`config.mk`:
```
export PLATFORM = sky130hd
export DESIGN_NAME = nta_ctrl
export DESIGN_NICKNAME = d
export VERILOG_FILES = /design/src/verilog/nta_ctrl.v /design/src/verilog/nta_msg_mem.v
export VERILOG_INCLUDE_DIRS = /design/src /design/src/verilog
export SDC_FILE = /design/constraint.sdc
export NUM_CORES = 2
export LEC_CHECK = 0
export BUFFER_PORTS_ARGS = -buffer_cell sky130_fd_sc_hd__buf_2
export CORE_MARGIN = 3
export CORE_UTILIZATION = 50
export DETAILED_ROUTE_END_ITERATION = 10
export PLACE_DENSITY = 0.61
export SLEW_MARGIN = 5
export SYNTH_ARGS = -nofsm -noshare
export SYNTH_HDL_FRONTEND = slang
export SYNTH_HIERARCHICAL = 1
export SYNTH_SLANG_ARGS = --single-unit
```
`constraint.sdc`:
```
create_clock -name i_ref_clk -period 6.1 [get_ports i_ref_clk]
set_input_delay 1.22 -clock i_ref_clk [delete_from_list [all_inputs] [get_ports i_ref_clk]]
set_output_delay 1.22 -clock i_ref_clk [all_outputs]
set_load 0.1 [all_outputs]
```
`src/verilog/nta_regs.vh`:
```
/*
 * Constants for the NDEF attribute-block writer: register offsets, field
 * positions, frame bytes, attribute block layout and timing counts.
 * Assumes it is included by bare name from the design files.
 */
`ifndef NTA_REGS_VH
`define NTA_REGS_VH

// register byte offsets
`define NTA_OFS_CTRL 8'h00
`define NTA_OFS_CFG 8'h04
`define NTA_OFS_LEN 8'h08
`define NTA_OFS_ID_HI 8'h0C
`define NTA_OFS_ID_LO 8'h10
`define NTA_OFS_SYSCODE 8'h14
`define NTA_OFS_BUF_ADDR 8'h18
`define NTA_OFS_BUF_DATA 8'h1C
`define NTA_OFS_STATUS 8'h20

// control register fields
`define NTA_CTRL_START 0
`define NTA_CTRL_FORMAT 1
`define NTA_CTRL_MODE_LO 2
`define NTA_CTRL_MODE_HI 3
`define NTA_CTRL_RW 8

// capacity modes
`define NTA_MODE_SHARED 2'h0
`define NTA_MODE_BLOCK_ONLY 2'h1
`define NTA_MODE_ENCRYPTED 2'h2

// reset values
`define NTA_RST_VERSION 8'h10
`define NTA_RST_CAPACITY 16'h0017
`define NTA_RST_RW 1'b1

// error codes
`define NTA_ERR_NONE 3'h0
`define NTA_ERR_CONFIG 3'h1
`define NTA_ERR_FRAME 3'h2
`define NTA_ERR_ID 3'h3
`define NTA_ERR_STATUS 3'h4
`define NTA_ERR_TIMEOUT 3'h5

// command and response frame
`define NTA_CMD_WRITE 8'h08
`define NTA_RESP_WRITE 8'h09
`define NTA_SVC_COUNT 8'h01
`define NTA_SVC_HI 8'h09
`define NTA_SVC_LO 8'h00
`define NTA_BLK_COUNT 8'h01
`define NTA_BLK_ELEM_HI 8'h80
`define NTA_POS_SVC_CNT 5'd9
`define NTA_POS_DATA 5'd15
`define NTA_POS_LAST 5'd30
`define NTA_RESP_POS_LAST 4'd10

// attribute block contents
`define NTA_SYSCODE_NDEF 16'h12FC
`define NTA_AIB_NBR 8'h0F
`define NTA_AIB_NBW 8'h0B
`define NTA_CAP_SHARED 16'h0017
`define NTA_CAP_BLOCK_ONLY 16'h001A
`define NTA_CAP_ENCRYPTED 16'h0018
`define NTA_FLAG_BUSY 8'h0F
`define NTA_FLAG_DONE 8'h00
`define NTA_EMPTY_MSG 24'hD00000
`define NTA_EMPTY_LEN 24'h000003
`define NTA_FILE_BLOCKS 5'd23

// timing
`define NTA_CLK_MHZ 40
`define NTA_RESP_TIMEOUT_US 10000

`endif
```
`src/verilog/nta_ctrl.v`:
```
/*
 * Reader-side writer of an NDEF file: formats the attribute block, sends one
 * block write command per block and checks each write response.
 * Assumes a byte link to the RF front end that frames and codes each command,
 * and a classic Wishbone master for the registers.
 */
`include "nta_regs.vh"

module nta_ctrl #(
	parameter [18:0] RESP_TIMEOUT_CYCLES = `NTA_RESP_TIMEOUT_US * `NTA_CLK_MHZ
) (
	input wire i_ref_clk,
	input wire i_reset_n,
	input wire i_wb_cyc,
	input wire i_wb_stb,
	input wire i_wb_we,
	input wire [7:0] i_wb_adr,
	input wire [31:0] i_wb_dat,
	input wire [3:0] i_wb_sel,
	output reg [31:0] o_wb_dat,
	output reg o_wb_ack,
	output reg [7:0] o_tx_data,
	output reg o_tx_valid,
	output reg o_tx_last,
	input wire i_tx_ready,
	input wire [7:0] i_rx_data,
	input wire i_rx_valid,
	input wire i_rx_last
);

	localparam [2:0] ST_IDLE = 3'd0;
	localparam [2:0] ST_FETCH = 3'd1;
	localparam [2:0] ST_LOAD = 3'd2;
	localparam [2:0] ST_PUSH = 3'd3;
	localparam [2:0] ST_RESP = 3'd4;
	localparam [2:0] ST_NEXT = 3'd5;

	localparam [1:0] PH_AIB_OPEN = 2'd0;
	localparam [1:0] PH_DATA = 2'd1;
	localparam [1:0] PH_AIB_CLOSE = 2'd2;

	reg [1:0] mode_reg;
	reg rw_reg;
	reg [7:0] version_reg;
	reg [15:0] capacity_reg;
	reg [23:0] length_reg;
	reg [63:0] id_reg;
	reg [15:0] syscode_reg;
	reg [8:0] buf_addr_reg;
	reg done_reg;
	reg [2:0] err_reg;
	reg [7:0] flag1_reg;
	reg [7:0] flag2_reg;
	reg [2:0] state_reg;
	reg [1:0] phase_reg;
	reg [4:0] blk_reg;
	reg [4:0] nblk_reg;
	reg format_reg;
	reg [4:0] pos_reg;
	reg [3:0] rx_pos_reg;
	reg bad_code_reg;
	reg bad_id_reg;
	reg [18:0] timer_reg;

	wire [7:0] mem_rdata;
	wire wb_hit = i_wb_cyc & i_wb_stb & o_wb_ack;
	wire wb_wr = wb_hit & i_wb_we;
	wire [7:0] wb_ofs = {i_wb_adr[7:2], 2'b00};
	wire busy = (state_reg != ST_IDLE);
	wire buf_we = wb_wr & (wb_ofs == `NTA_OFS_BUF_DATA) & i_wb_sel[0] & ~busy;
	wire start_req = wb_wr & (wb_ofs == `NTA_OFS_CTRL) & i_wb_sel[0] & ~busy &
		(i_wb_dat[`NTA_CTRL_START] | i_wb_dat[`NTA_CTRL_FORMAT]);
	wire start_fmt = i_wb_dat[`NTA_CTRL_FORMAT];

	// write-merge by byte lane
	function [31:0] wb_merge;
		input [31:0] old_val;
		input [31:0] new_val;
		input [3:0] sel;
		begin
			wb_merge = (old_val & ~{{8{sel[3]}}, {8{sel[2]}}, {8{sel[1]}}, {8{sel[0]}}}) |
				(new_val & {{8{sel[3]}}, {8{sel[2]}}, {8{sel[1]}}, {8{sel[0]}}});
		end
	endfunction

	wire [31:0] cfg_merged = wb_merge({capacity_reg, 16'd0}, i_wb_dat, i_wb_sel);
	wire [31:0] len_merged = wb_merge({8'd0, length_reg}, i_wb_dat, i_wb_sel);
	wire [31:0] sys_merged = wb_merge({16'd0, syscode_reg}, i_wb_dat, i_wb_sel);
	wire [31:0] addr_merged = wb_merge({23'd0, buf_addr_reg}, i_wb_dat, i_wb_sel);

	// block count of the message, rounded up to whole blocks
	wire [19:0] len_blocks = length_reg[23:4] + {19'd0, |length_reg[3:0]};
	reg [15:0] cap_limit;
	// a start write carries the mode of its own pass, so the check uses that field
	always @*
	begin
		case (i_wb_dat[`NTA_CTRL_MODE_HI:`NTA_CTRL_MODE_LO])
			`NTA_MODE_BLOCK_ONLY: cap_limit = `NTA_CAP_BLOCK_ONLY;
			`NTA_MODE_ENCRYPTED: cap_limit = `NTA_CAP_ENCRYPTED;
			default: cap_limit = `NTA_CAP_SHARED;
		endcase
	end
	wire [19:0] need_blocks = start_fmt ? 20'd1 : len_blocks;
	wire cfg_ok = (syscode_reg == `NTA_SYSCODE_NDEF) &&
		(capacity_reg <= cap_limit) && (capacity_reg <= {11'd0, `NTA_FILE_BLOCKS}) &&
		(need_blocks != 20'd0) && ({4'd0, capacity_reg} >= need_blocks);

	// attribute block built from the settings of the current pass
	wire [23:0] aib_len = format_reg ? `NTA_EMPTY_LEN : length_reg;
	wire [7:0] aib_flag = (phase_reg == PH_AIB_CLOSE) ? `NTA_FLAG_DONE : `NTA_FLAG_BUSY;
	wire [7:0] aib_rw = {7'd0, rw_reg};
	wire [15:0] aib_sum = {8'd0, version_reg} + {8'd0, `NTA_AIB_NBR} + {8'd0, `NTA_AIB_NBW} +
		{8'd0, capacity_reg[15:8]} + {8'd0, capacity_reg[7:0]} + {8'd0, aib_flag} +
		{8'd0, aib_rw} + {8'd0, aib_len[23:16]} + {8'd0, aib_len[15:8]} +
		{8'd0, aib_len[7:0]};

	wire [4:0] data_full = pos_reg - `NTA_POS_DATA;
	wire [3:0] data_idx = data_full[3:0];
	wire [4:0] blk_prev = blk_reg - 5'd1;
	wire [8:0] mem_raddr = {blk_prev, data_idx};
	wire [4:0] id_full = pos_reg - 5'd1;
	wire [63:0] id_shift = id_reg << {id_full[2:0], 3'b000};

	reg [7:0] aib_byte;
	always @*
	begin
		case (data_idx)
			4'd0: aib_byte = version_reg;
			4'd1: aib_byte = `NTA_AIB_NBR;
			4'd2: aib_byte = `NTA_AIB_NBW;
			4'd3: aib_byte = capacity_reg[15:8];
			4'd4: aib_byte = capacity_reg[7:0];
			4'd9: aib_byte = aib_flag;
			4'd10: aib_byte = aib_rw;
			4'd11: aib_byte = aib_len[23:16];
			4'd12: aib_byte = aib_len[15:8];
			4'd13: aib_byte = aib_len[7:0];
			4'd14: aib_byte = aib_sum[15:8];
			4'd15: aib_byte = aib_sum[7:0];
			default: aib_byte = 8'h00;
		endcase
	end

	wire [23:0] empty_msg = `NTA_EMPTY_MSG;
	reg [7:0] data_byte;
	always @*
	begin
		if (phase_reg != PH_DATA)
		begin
			data_byte = aib_byte;
		end
		else if (format_reg)
		begin
			case (data_idx)
				4'd0: data_byte = empty_msg[23:16];
				4'd1: data_byte = empty_msg[15:8];
				4'd2: data_byte = empty_msg[7:0];
				default: data_byte = 8'h00;
			endcase
		end
		else
		begin
			data_byte = mem_rdata;
		end
	end

	reg [7:0] frame_byte;
	always @*
	begin
		if (pos_reg == 5'd0)
			frame_byte = `NTA_CMD_WRITE;
		else if (pos_reg < `NTA_POS_SVC_CNT)
			frame_byte = id_shift[63:56];
		else if (pos_reg == 5'd9)
			frame_byte = `NTA_SVC_COUNT;
		else if (pos_reg == 5'd10)
			frame_byte = `NTA_SVC_HI;
		else if (pos_reg == 5'd11)
			frame_byte = `NTA_SVC_LO;
		else if (pos_reg == 5'd12)
			frame_byte = `NTA_BLK_COUNT;
		else if (pos_reg == 5'd13)
			frame_byte = `NTA_BLK_ELEM_HI;
		else if (pos_reg == 5'd14)
			frame_byte = {3'd0, blk_reg};
		else
			frame_byte = data_byte;
	end

	// identifier byte expected at each response position
	wire [3:0] rx_id_full = rx_pos_reg - 4'd1;
	wire [63:0] rx_id_shift = id_reg << {rx_id_full[2:0], 3'b000};

	nta_msg_mem u_mem (
		.i_ref_clk(i_ref_clk),
		.i_we(buf_we),
		.i_waddr(buf_addr_reg),
		.i_wdata(i_wb_dat[7:0]),
		.i_raddr(mem_raddr),
		.o_rdata(mem_rdata)
	);

	// register slave: ack one cycle after the request, write at the ack edge
	always @(posedge i_ref_clk or negedge i_reset_n)
	begin
		if (!i_reset_n)
		begin
			o_wb_ack <= 1'b0;
			o_wb_dat <= 32'h00000000;
			mode_reg <= `NTA_MODE_SHARED;
			rw_reg <= `NTA_RST_RW;
			version_reg <= `NTA_RST_VERSION;
			capacity_reg <= `NTA_RST_CAPACITY;
			length_reg <= 24'h000000;
			id_reg <= 64'h0000000000000000;
			syscode_reg <= 16'h0000;
			buf_addr_reg <= 9'h000;
		end
		else
		begin
			o_wb_ack <= i_wb_cyc & i_wb_stb & ~o_wb_ack;
			if (i_wb_cyc & i_wb_stb & ~o_wb_ack)
			begin
				case ({i_wb_adr[7:2], 2'b00})
					`NTA_OFS_CTRL: o_wb_dat <= {23'd0, rw_reg, 4'd0, mode_reg, 2'd0};
					`NTA_OFS_CFG: o_wb_dat <= {capacity_reg, 8'd0, version_reg};
					`NTA_OFS_LEN: o_wb_dat <= {8'd0, length_reg};
					`NTA_OFS_ID_HI: o_wb_dat <= id_reg[63:32];
					`NTA_OFS_ID_LO: o_wb_dat <= id_reg[31:0];
					`NTA_OFS_SYSCODE: o_wb_dat <= {16'd0, syscode_reg};
					`NTA_OFS_BUF_ADDR: o_wb_dat <= {23'd0, buf_addr_reg};
					`NTA_OFS_STATUS: o_wb_dat <= {8'd0, flag2_reg, flag1_reg, 3'd0, err_reg, done_reg, busy};
					default: o_wb_dat <= 32'h00000000;
				endcase
			end
			// settings are frozen while a pass runs
			if (wb_wr & ~busy)
			begin
				case (wb_ofs)
					`NTA_OFS_CTRL:
					begin
						if (i_wb_sel[0])
							mode_reg <= i_wb_dat[`NTA_CTRL_MODE_HI:`NTA_CTRL_MODE_LO];
						if (i_wb_sel[1])
							rw_reg <= i_wb_dat[`NTA_CTRL_RW];
					end
					`NTA_OFS_CFG:
					begin
						if (i_wb_sel[0])
							version_reg <= i_wb_dat[7:0];
						capacity_reg <= cfg_merged[31:16];
					end
					`NTA_OFS_LEN: length_reg <= len_merged[23:0];
					`NTA_OFS_ID_HI: id_reg[63:32] <= wb_merge(id_reg[63:32], i_wb_dat, i_wb_sel);
					`NTA_OFS_ID_LO: id_reg[31:0] <= wb_merge(id_reg[31:0], i_wb_dat, i_wb_sel);
					`NTA_OFS_SYSCODE: syscode_reg <= sys_merged[15:0];
					`NTA_OFS_BUF_ADDR: buf_addr_reg <= addr_merged[8:0];
					`NTA_OFS_BUF_DATA:
					begin
						if (i_wb_sel[0])
							buf_addr_reg <= buf_addr_reg + 9'd1;
					end
					default:
					begin
					end
				endcase
			end
		end
	end

	// sequencer: open attribute block, file blocks, close attribute block
	always @(posedge i_ref_clk or negedge i_reset_n)
	begin
		if (!i_reset_n)
		begin
			state_reg <= ST_IDLE;
			phase_reg <= PH_AIB_OPEN;
			blk_reg <= 5'd0;
			nblk_reg <= 5'd0;
			format_reg <= 1'b0;
			pos_reg <= 5'd0;
			rx_pos_reg <= 4'd0;
			bad_code_reg <= 1'b0;
			bad_id_reg <= 1'b0;
			timer_reg <= 19'd0;
			done_reg <= 1'b0;
			err_reg <= `NTA_ERR_NONE;
			flag1_reg <= 8'h00;
			flag2_reg <= 8'h00;
			o_tx_data <= 8'h00;
			o_tx_valid <= 1'b0;
			o_tx_last <= 1'b0;
		end
		else
		begin
			case (state_reg)
				ST_IDLE:
				begin
					if (start_req)
					begin
						done_reg <= 1'b0;
						format_reg <= start_fmt;
						nblk_reg <= need_blocks[4:0];
						phase_reg <= PH_AIB_OPEN;
						blk_reg <= 5'd0;
						pos_reg <= 5'd0;
						if (cfg_ok)
						begin
							err_reg <= `NTA_ERR_NONE;
							state_reg <= ST_FETCH;
						end
						else
						begin
							err_reg <= `NTA_ERR_CONFIG;
						end
					end
				end
				ST_FETCH: state_reg <= ST_LOAD;
				ST_LOAD:
				begin
					o_tx_data <= frame_byte;
					o_tx_valid <= 1'b1;
					o_tx_last <= (pos_reg == `NTA_POS_LAST);
					state_reg <= ST_PUSH;
				end
				ST_PUSH:
				begin
					if (i_tx_ready)
					begin
						o_tx_valid <= 1'b0;
						o_tx_last <= 1'b0;
						if (pos_reg == `NTA_POS_LAST)
						begin
							rx_pos_reg <= 4'd0;
							bad_code_reg <= 1'b0;
							bad_id_reg <= 1'b0;
							timer_reg <= 19'd0;
							state_reg <= ST_RESP;
						end
						else
						begin
							pos_reg <= pos_reg + 5'd1;
							state_reg <= ST_FETCH;
						end
					end
				end
				ST_RESP:
				begin
					timer_reg <= timer_reg + 19'd1;
					if (i_rx_valid)
					begin
						rx_pos_reg <= rx_pos_reg + 4'd1;
						if (rx_pos_reg == 4'd0 && i_rx_data != `NTA_RESP_WRITE)
							bad_code_reg <= 1'b1;
						if (rx_pos_reg != 4'd0 && rx_pos_reg < 4'd9 && i_rx_data != rx_id_shift[63:56])
							bad_id_reg <= 1'b1;
						if (rx_pos_reg == 4'd9)
							flag1_reg <= i_rx_data;
						if (rx_pos_reg == `NTA_RESP_POS_LAST)
							flag2_reg <= i_rx_data;
						// the frame must end exactly on the second status flag
						if (i_rx_last != (rx_pos_reg == `NTA_RESP_POS_LAST))
						begin
							err_reg <= `NTA_ERR_FRAME;
							state_reg <= ST_IDLE;
						end
						else if (i_rx_last)
						begin
							if (bad_code_reg)
							begin
								err_reg <= `NTA_ERR_FRAME;
								state_reg <= ST_IDLE;
							end
							else if (bad_id_reg)
							begin
								err_reg <= `NTA_ERR_ID;
								state_reg <= ST_IDLE;
							end
							else if (flag1_reg != 8'h00)
							begin
								err_reg <= `NTA_ERR_STATUS;
								state_reg <= ST_IDLE;
							end
							else
							begin
								state_reg <= ST_NEXT;
							end
						end
					end
					else if (timer_reg == RESP_TIMEOUT_CYCLES)
					begin
						err_reg <= `NTA_ERR_TIMEOUT;
						state_reg <= ST_IDLE;
					end
				end
				ST_NEXT:
				begin
					pos_reg <= 5'd0;
					state_reg <= ST_FETCH;
					case (phase_reg)
						PH_AIB_OPEN:
						begin
							phase_reg <= PH_DATA;
							blk_reg <= 5'd1;
						end
						PH_DATA:
						begin
							if (blk_reg == nblk_reg)
							begin
								phase_reg <= PH_AIB_CLOSE;
								blk_reg <= 5'd0;
							end
							else
							begin
								blk_reg <= blk_reg + 5'd1;
							end
						end
						default:
						begin
							done_reg <= 1'b1;
							state_reg <= ST_IDLE;
						end
					endcase
				end
				default: state_reg <= ST_IDLE;
			endcase
		end
	end

endmodule

```
`src/verilog/nta_msg_mem.v`:
```
/*
 * Message buffer: 512 bytes, one write port, one read port whose data come
 * out of a register one edge after the address is presented.
 * Assumes writes and reads never target the same byte in the same cycle.
 */
module nta_msg_mem (
	input wire i_ref_clk,
	input wire i_we,
	input wire [8:0] i_waddr,
	input wire [7:0] i_wdata,
	input wire [8:0] i_raddr,
	output reg [7:0] o_rdata
);

	reg [7:0] mem [0:511];

	always @(posedge i_ref_clk)
	begin
		if (i_we)
		begin
			mem[i_waddr] <= i_wdata;
		end
		o_rdata <= mem[i_raddr];
	end

endmodule

```
==> run summary <==
Synthesis Warnings = 6
Clock sinks = 4,353
Placed cell areas = 183,000 um^2
Cell-internal power = 57.2 mW
Reg power frac = 0.393
Clock-pin slew on the worst setup and hold paths = 0.06 ns
Crit path launch = format_reg
RR Startpoint = format_reg
GRT Total Usage = 0.261
Largest net degree at the start of global routing = 174
Asr flop ratio synth = 0.0572
Status = finished clean
Cts repair resizes = 0
Routed length on met3 = 40.6 mm
CP startpoint kind = register
Number of remaining DRC errors = 0
Setup violators final = 0
Uppermost layer routed = met5
CTS Buffer Depth = 4
Die Span Y = 599 um
Area occupied by multi-input gates = 43,300 um^2
Max Slew Vio Count = 0
Num CTS Buffers = 440
H-Tree Depth = 5
Starting density of the core = 0.503
Worst Path Arrival = 6.18 ns
Peak VDD IR = 0.831 mV
Worst EP required = 6.93 ns
Post-Synthesis Cell Area = 176,000 um^2
Max_slew headroom = 0.0976
Pwr Density = 426 nW/um^2
Vias in the first global route = 94,500
Setup Fix Bufs, Post-CTS = 0
LEAKAGE = 65.2 nW
Drt total wl = 473 mm
EDFF count, synth = 4,096
Mean post-synth cell area = 18.4 um^2
Std-Cell Rows = 217
Worst-Skew Late Latency = 0.96 ns
Share of cells above drive strength 1 = 0.200
TritonCTS clock tree = yes
Non-Filler Instances = 14,900
Final ANT Viol Nets = 0
Vias/cell = 6.40
Sw power = 26.7 mW
Wire length on met2 = 223 mm
Syn nets = 9,743
Minimum clock period = 5.36 ns
Total grt overflow = 0
WL per Instance = 31.7 um
Starting DRT DRC Count = 12,000
Critical Path End Type = register
Post-synth top flop = edfxtp_1
Setup CP Type = register to register
HPWL after DPL = 297 mm
Die width = 599 um
Unrepaired setup endpoints after global routing = no
First-pass GRT wire length = 683 mm
Synth cell types = 104
Max reg flops = 4,096
Post-route cell area = 197,000 um^2
Die ar. = 359,000 um^2
M1 wire length = 194 mm
Core footprint = 350,000 um^2
Post-Route Setup TNS = 0 ns
Synth Register Bits = 4,353
Fillcell total = 26,200
Root buf cell = clkbuf_16
Via count = 95,700
First drt pass iteration count = 8
Placer's final routability congestion estimate = 0.915
Power Total = 84.0 mW
Initial antenna violation count = 19
Crit-path max FO = 28
Worst-margin pin slew = 1.35 ns
CTS Hold Bufs = 0
Placed cells = 14,100
Total Nets Final = 10,100
Period utilisation layout = 0.878
Sw Share = 0.318
Seq/Total Area, Yosys = 0.735
Cell count after synthesis = 9,592
# IOs = 103
Max Clk Rate = 0.187 GHz
Worst-case clock skew = 0.0524 ns
Register area = 129,000 um^2
Port Buf Inserts = 100
Clock Power Share = 0.310
Comb power frac = 0.297
Hold WS = 0.315 ns
Worst min path class = input port to async pin
Area Growth Syn to Fin = 12.0%
Final Hold Vio Count = 0
Max-cap violations = 0
## cell families after synthesis
| logic type | after synthesis | synth area share |
|---|---|---|
| xor+xnor | 58 | 0.00293 |
| fa+ha+maj | 91 | 0.00800 |
| simple gates | 1412 | 0.0369 |
| compound gates | 1332 | 0.0525 |
| mux | 1657 | 0.144 |
| flops | 4353 | 0.735 |
| buf+inv | 689 | 0.0208 |
## layout by cell type, fill, tap and decap left out, types with 49 or more instances in the layout
cell	instances
clkinv_2	79
nor3_1	125
o221ai_1	373
inv_1	87
o21ai_0	208
nand3_1	64
buf_4	392
o22ai_1	172
nor4_1	49
mux2_2	140
ha_1	54
dfrtp_1	243
mux4_2	689
a21oi_1	271
nor2_1	687
clkbuf_1	92
a22oi_1	90
edfxtp_1	4096
mux2i_1	826
nand2_1	224
clkbuf_16	449
clkinv_1	109
buf_2	91
buf_12	51
## per-stage QoR
step                       util  setup WS (ns)
after floorplan               -           1.32
after global placement    0.524          0.653
after detailed placement  0.524          0.613
after CTS                 0.564          0.775
after global routing      0.564          0.569
final                     0.564          0.743
## cells in the mapped netlist (90+ instances only)
cell type	instances	area (um^2)
o21ai_0	208	1040
mux2i_1	826	8270
nand2_1	238	893
edfxtp_1	4096	123000
a22oi_1	90	676
dfrtp_1	243	6080
inv_1	91	342
o22ai_1	172	1080
nor2_1	689	2590
mux2_2	140	1580
mux4_2	689	15500
a21oi_1	271	1360
o221ai_1	373	3270
clkbuf_1	317	1190
nor3_1	127	636
## layer usage
metal | vias to the layer above | global-route usage
met2 | 4584 | 0.409
met1 | 50300 | 0.381
li1 | 40000 | -
met5 | - | 0
met4 | 8 | 0.0814
met3 | 783 | 0.0421
## power groups by stage
stage / clock network (mW) / logic, mW / registers [mW]
global route: 27.7 / 26.1 / 33.0
floorplan: 0 / 17.1 / 33.6
CTS: 26.5 / 24.9 / 33.0
detailed placement: 0 / 24.9 / 33.6
global placement: 0 / 24.7 / 33.6
finish: 26.0 / 25.0 / 33.0
## path summary, 6_finish.rpt
kind / endpoint / slack [ns] / cells past startpoint
max reg2reg: o_tx_data[2] / 0.74 / 15
min: async pin / 0.31 / 1
max in group asynchronous: async pin / 4.48 / 2
max: o_tx_data[2] / 0.74 / 15
min reg2reg: o_wb_dat[14] / 0.48 / 1
min in group i_ref_clk: o_wb_dat[14] / 0.48 / 1
## area by class of cell
class / instances / area share
Multi-Input combinational cell: 4550 / 0.219
Inverter: 93 / 0.00188
Tap cell: 4599 / 0.0292
Clock inverter: 254 / 0.0109
Clock buffer: 550 / 0.0593
Antenna cell: 5 / 0.0000634
Sequential cell: 4353 / 0.656
Timing Repair Buffer: 543 / 0.0231
## worst max-delay path, stage by stage (launching register included)
cell and delay (ns):
dfrtp_1 0.96, nor2b_1 0.24, fa_1 0.58, fa_1 0.44, fa_1 0.51, fa_1 0.49
ha_1 0.27, inv_1 0.08, fa_1 0.20, nor2b_1 0.07, o31a_1 0.26, o21a_1 0.19
o21ai_0 0.22, nor3b_1 0.36, o211ai_1 0.18, a21o_1 0.18
Note: power is estimated with default switching activity, not from simulation.
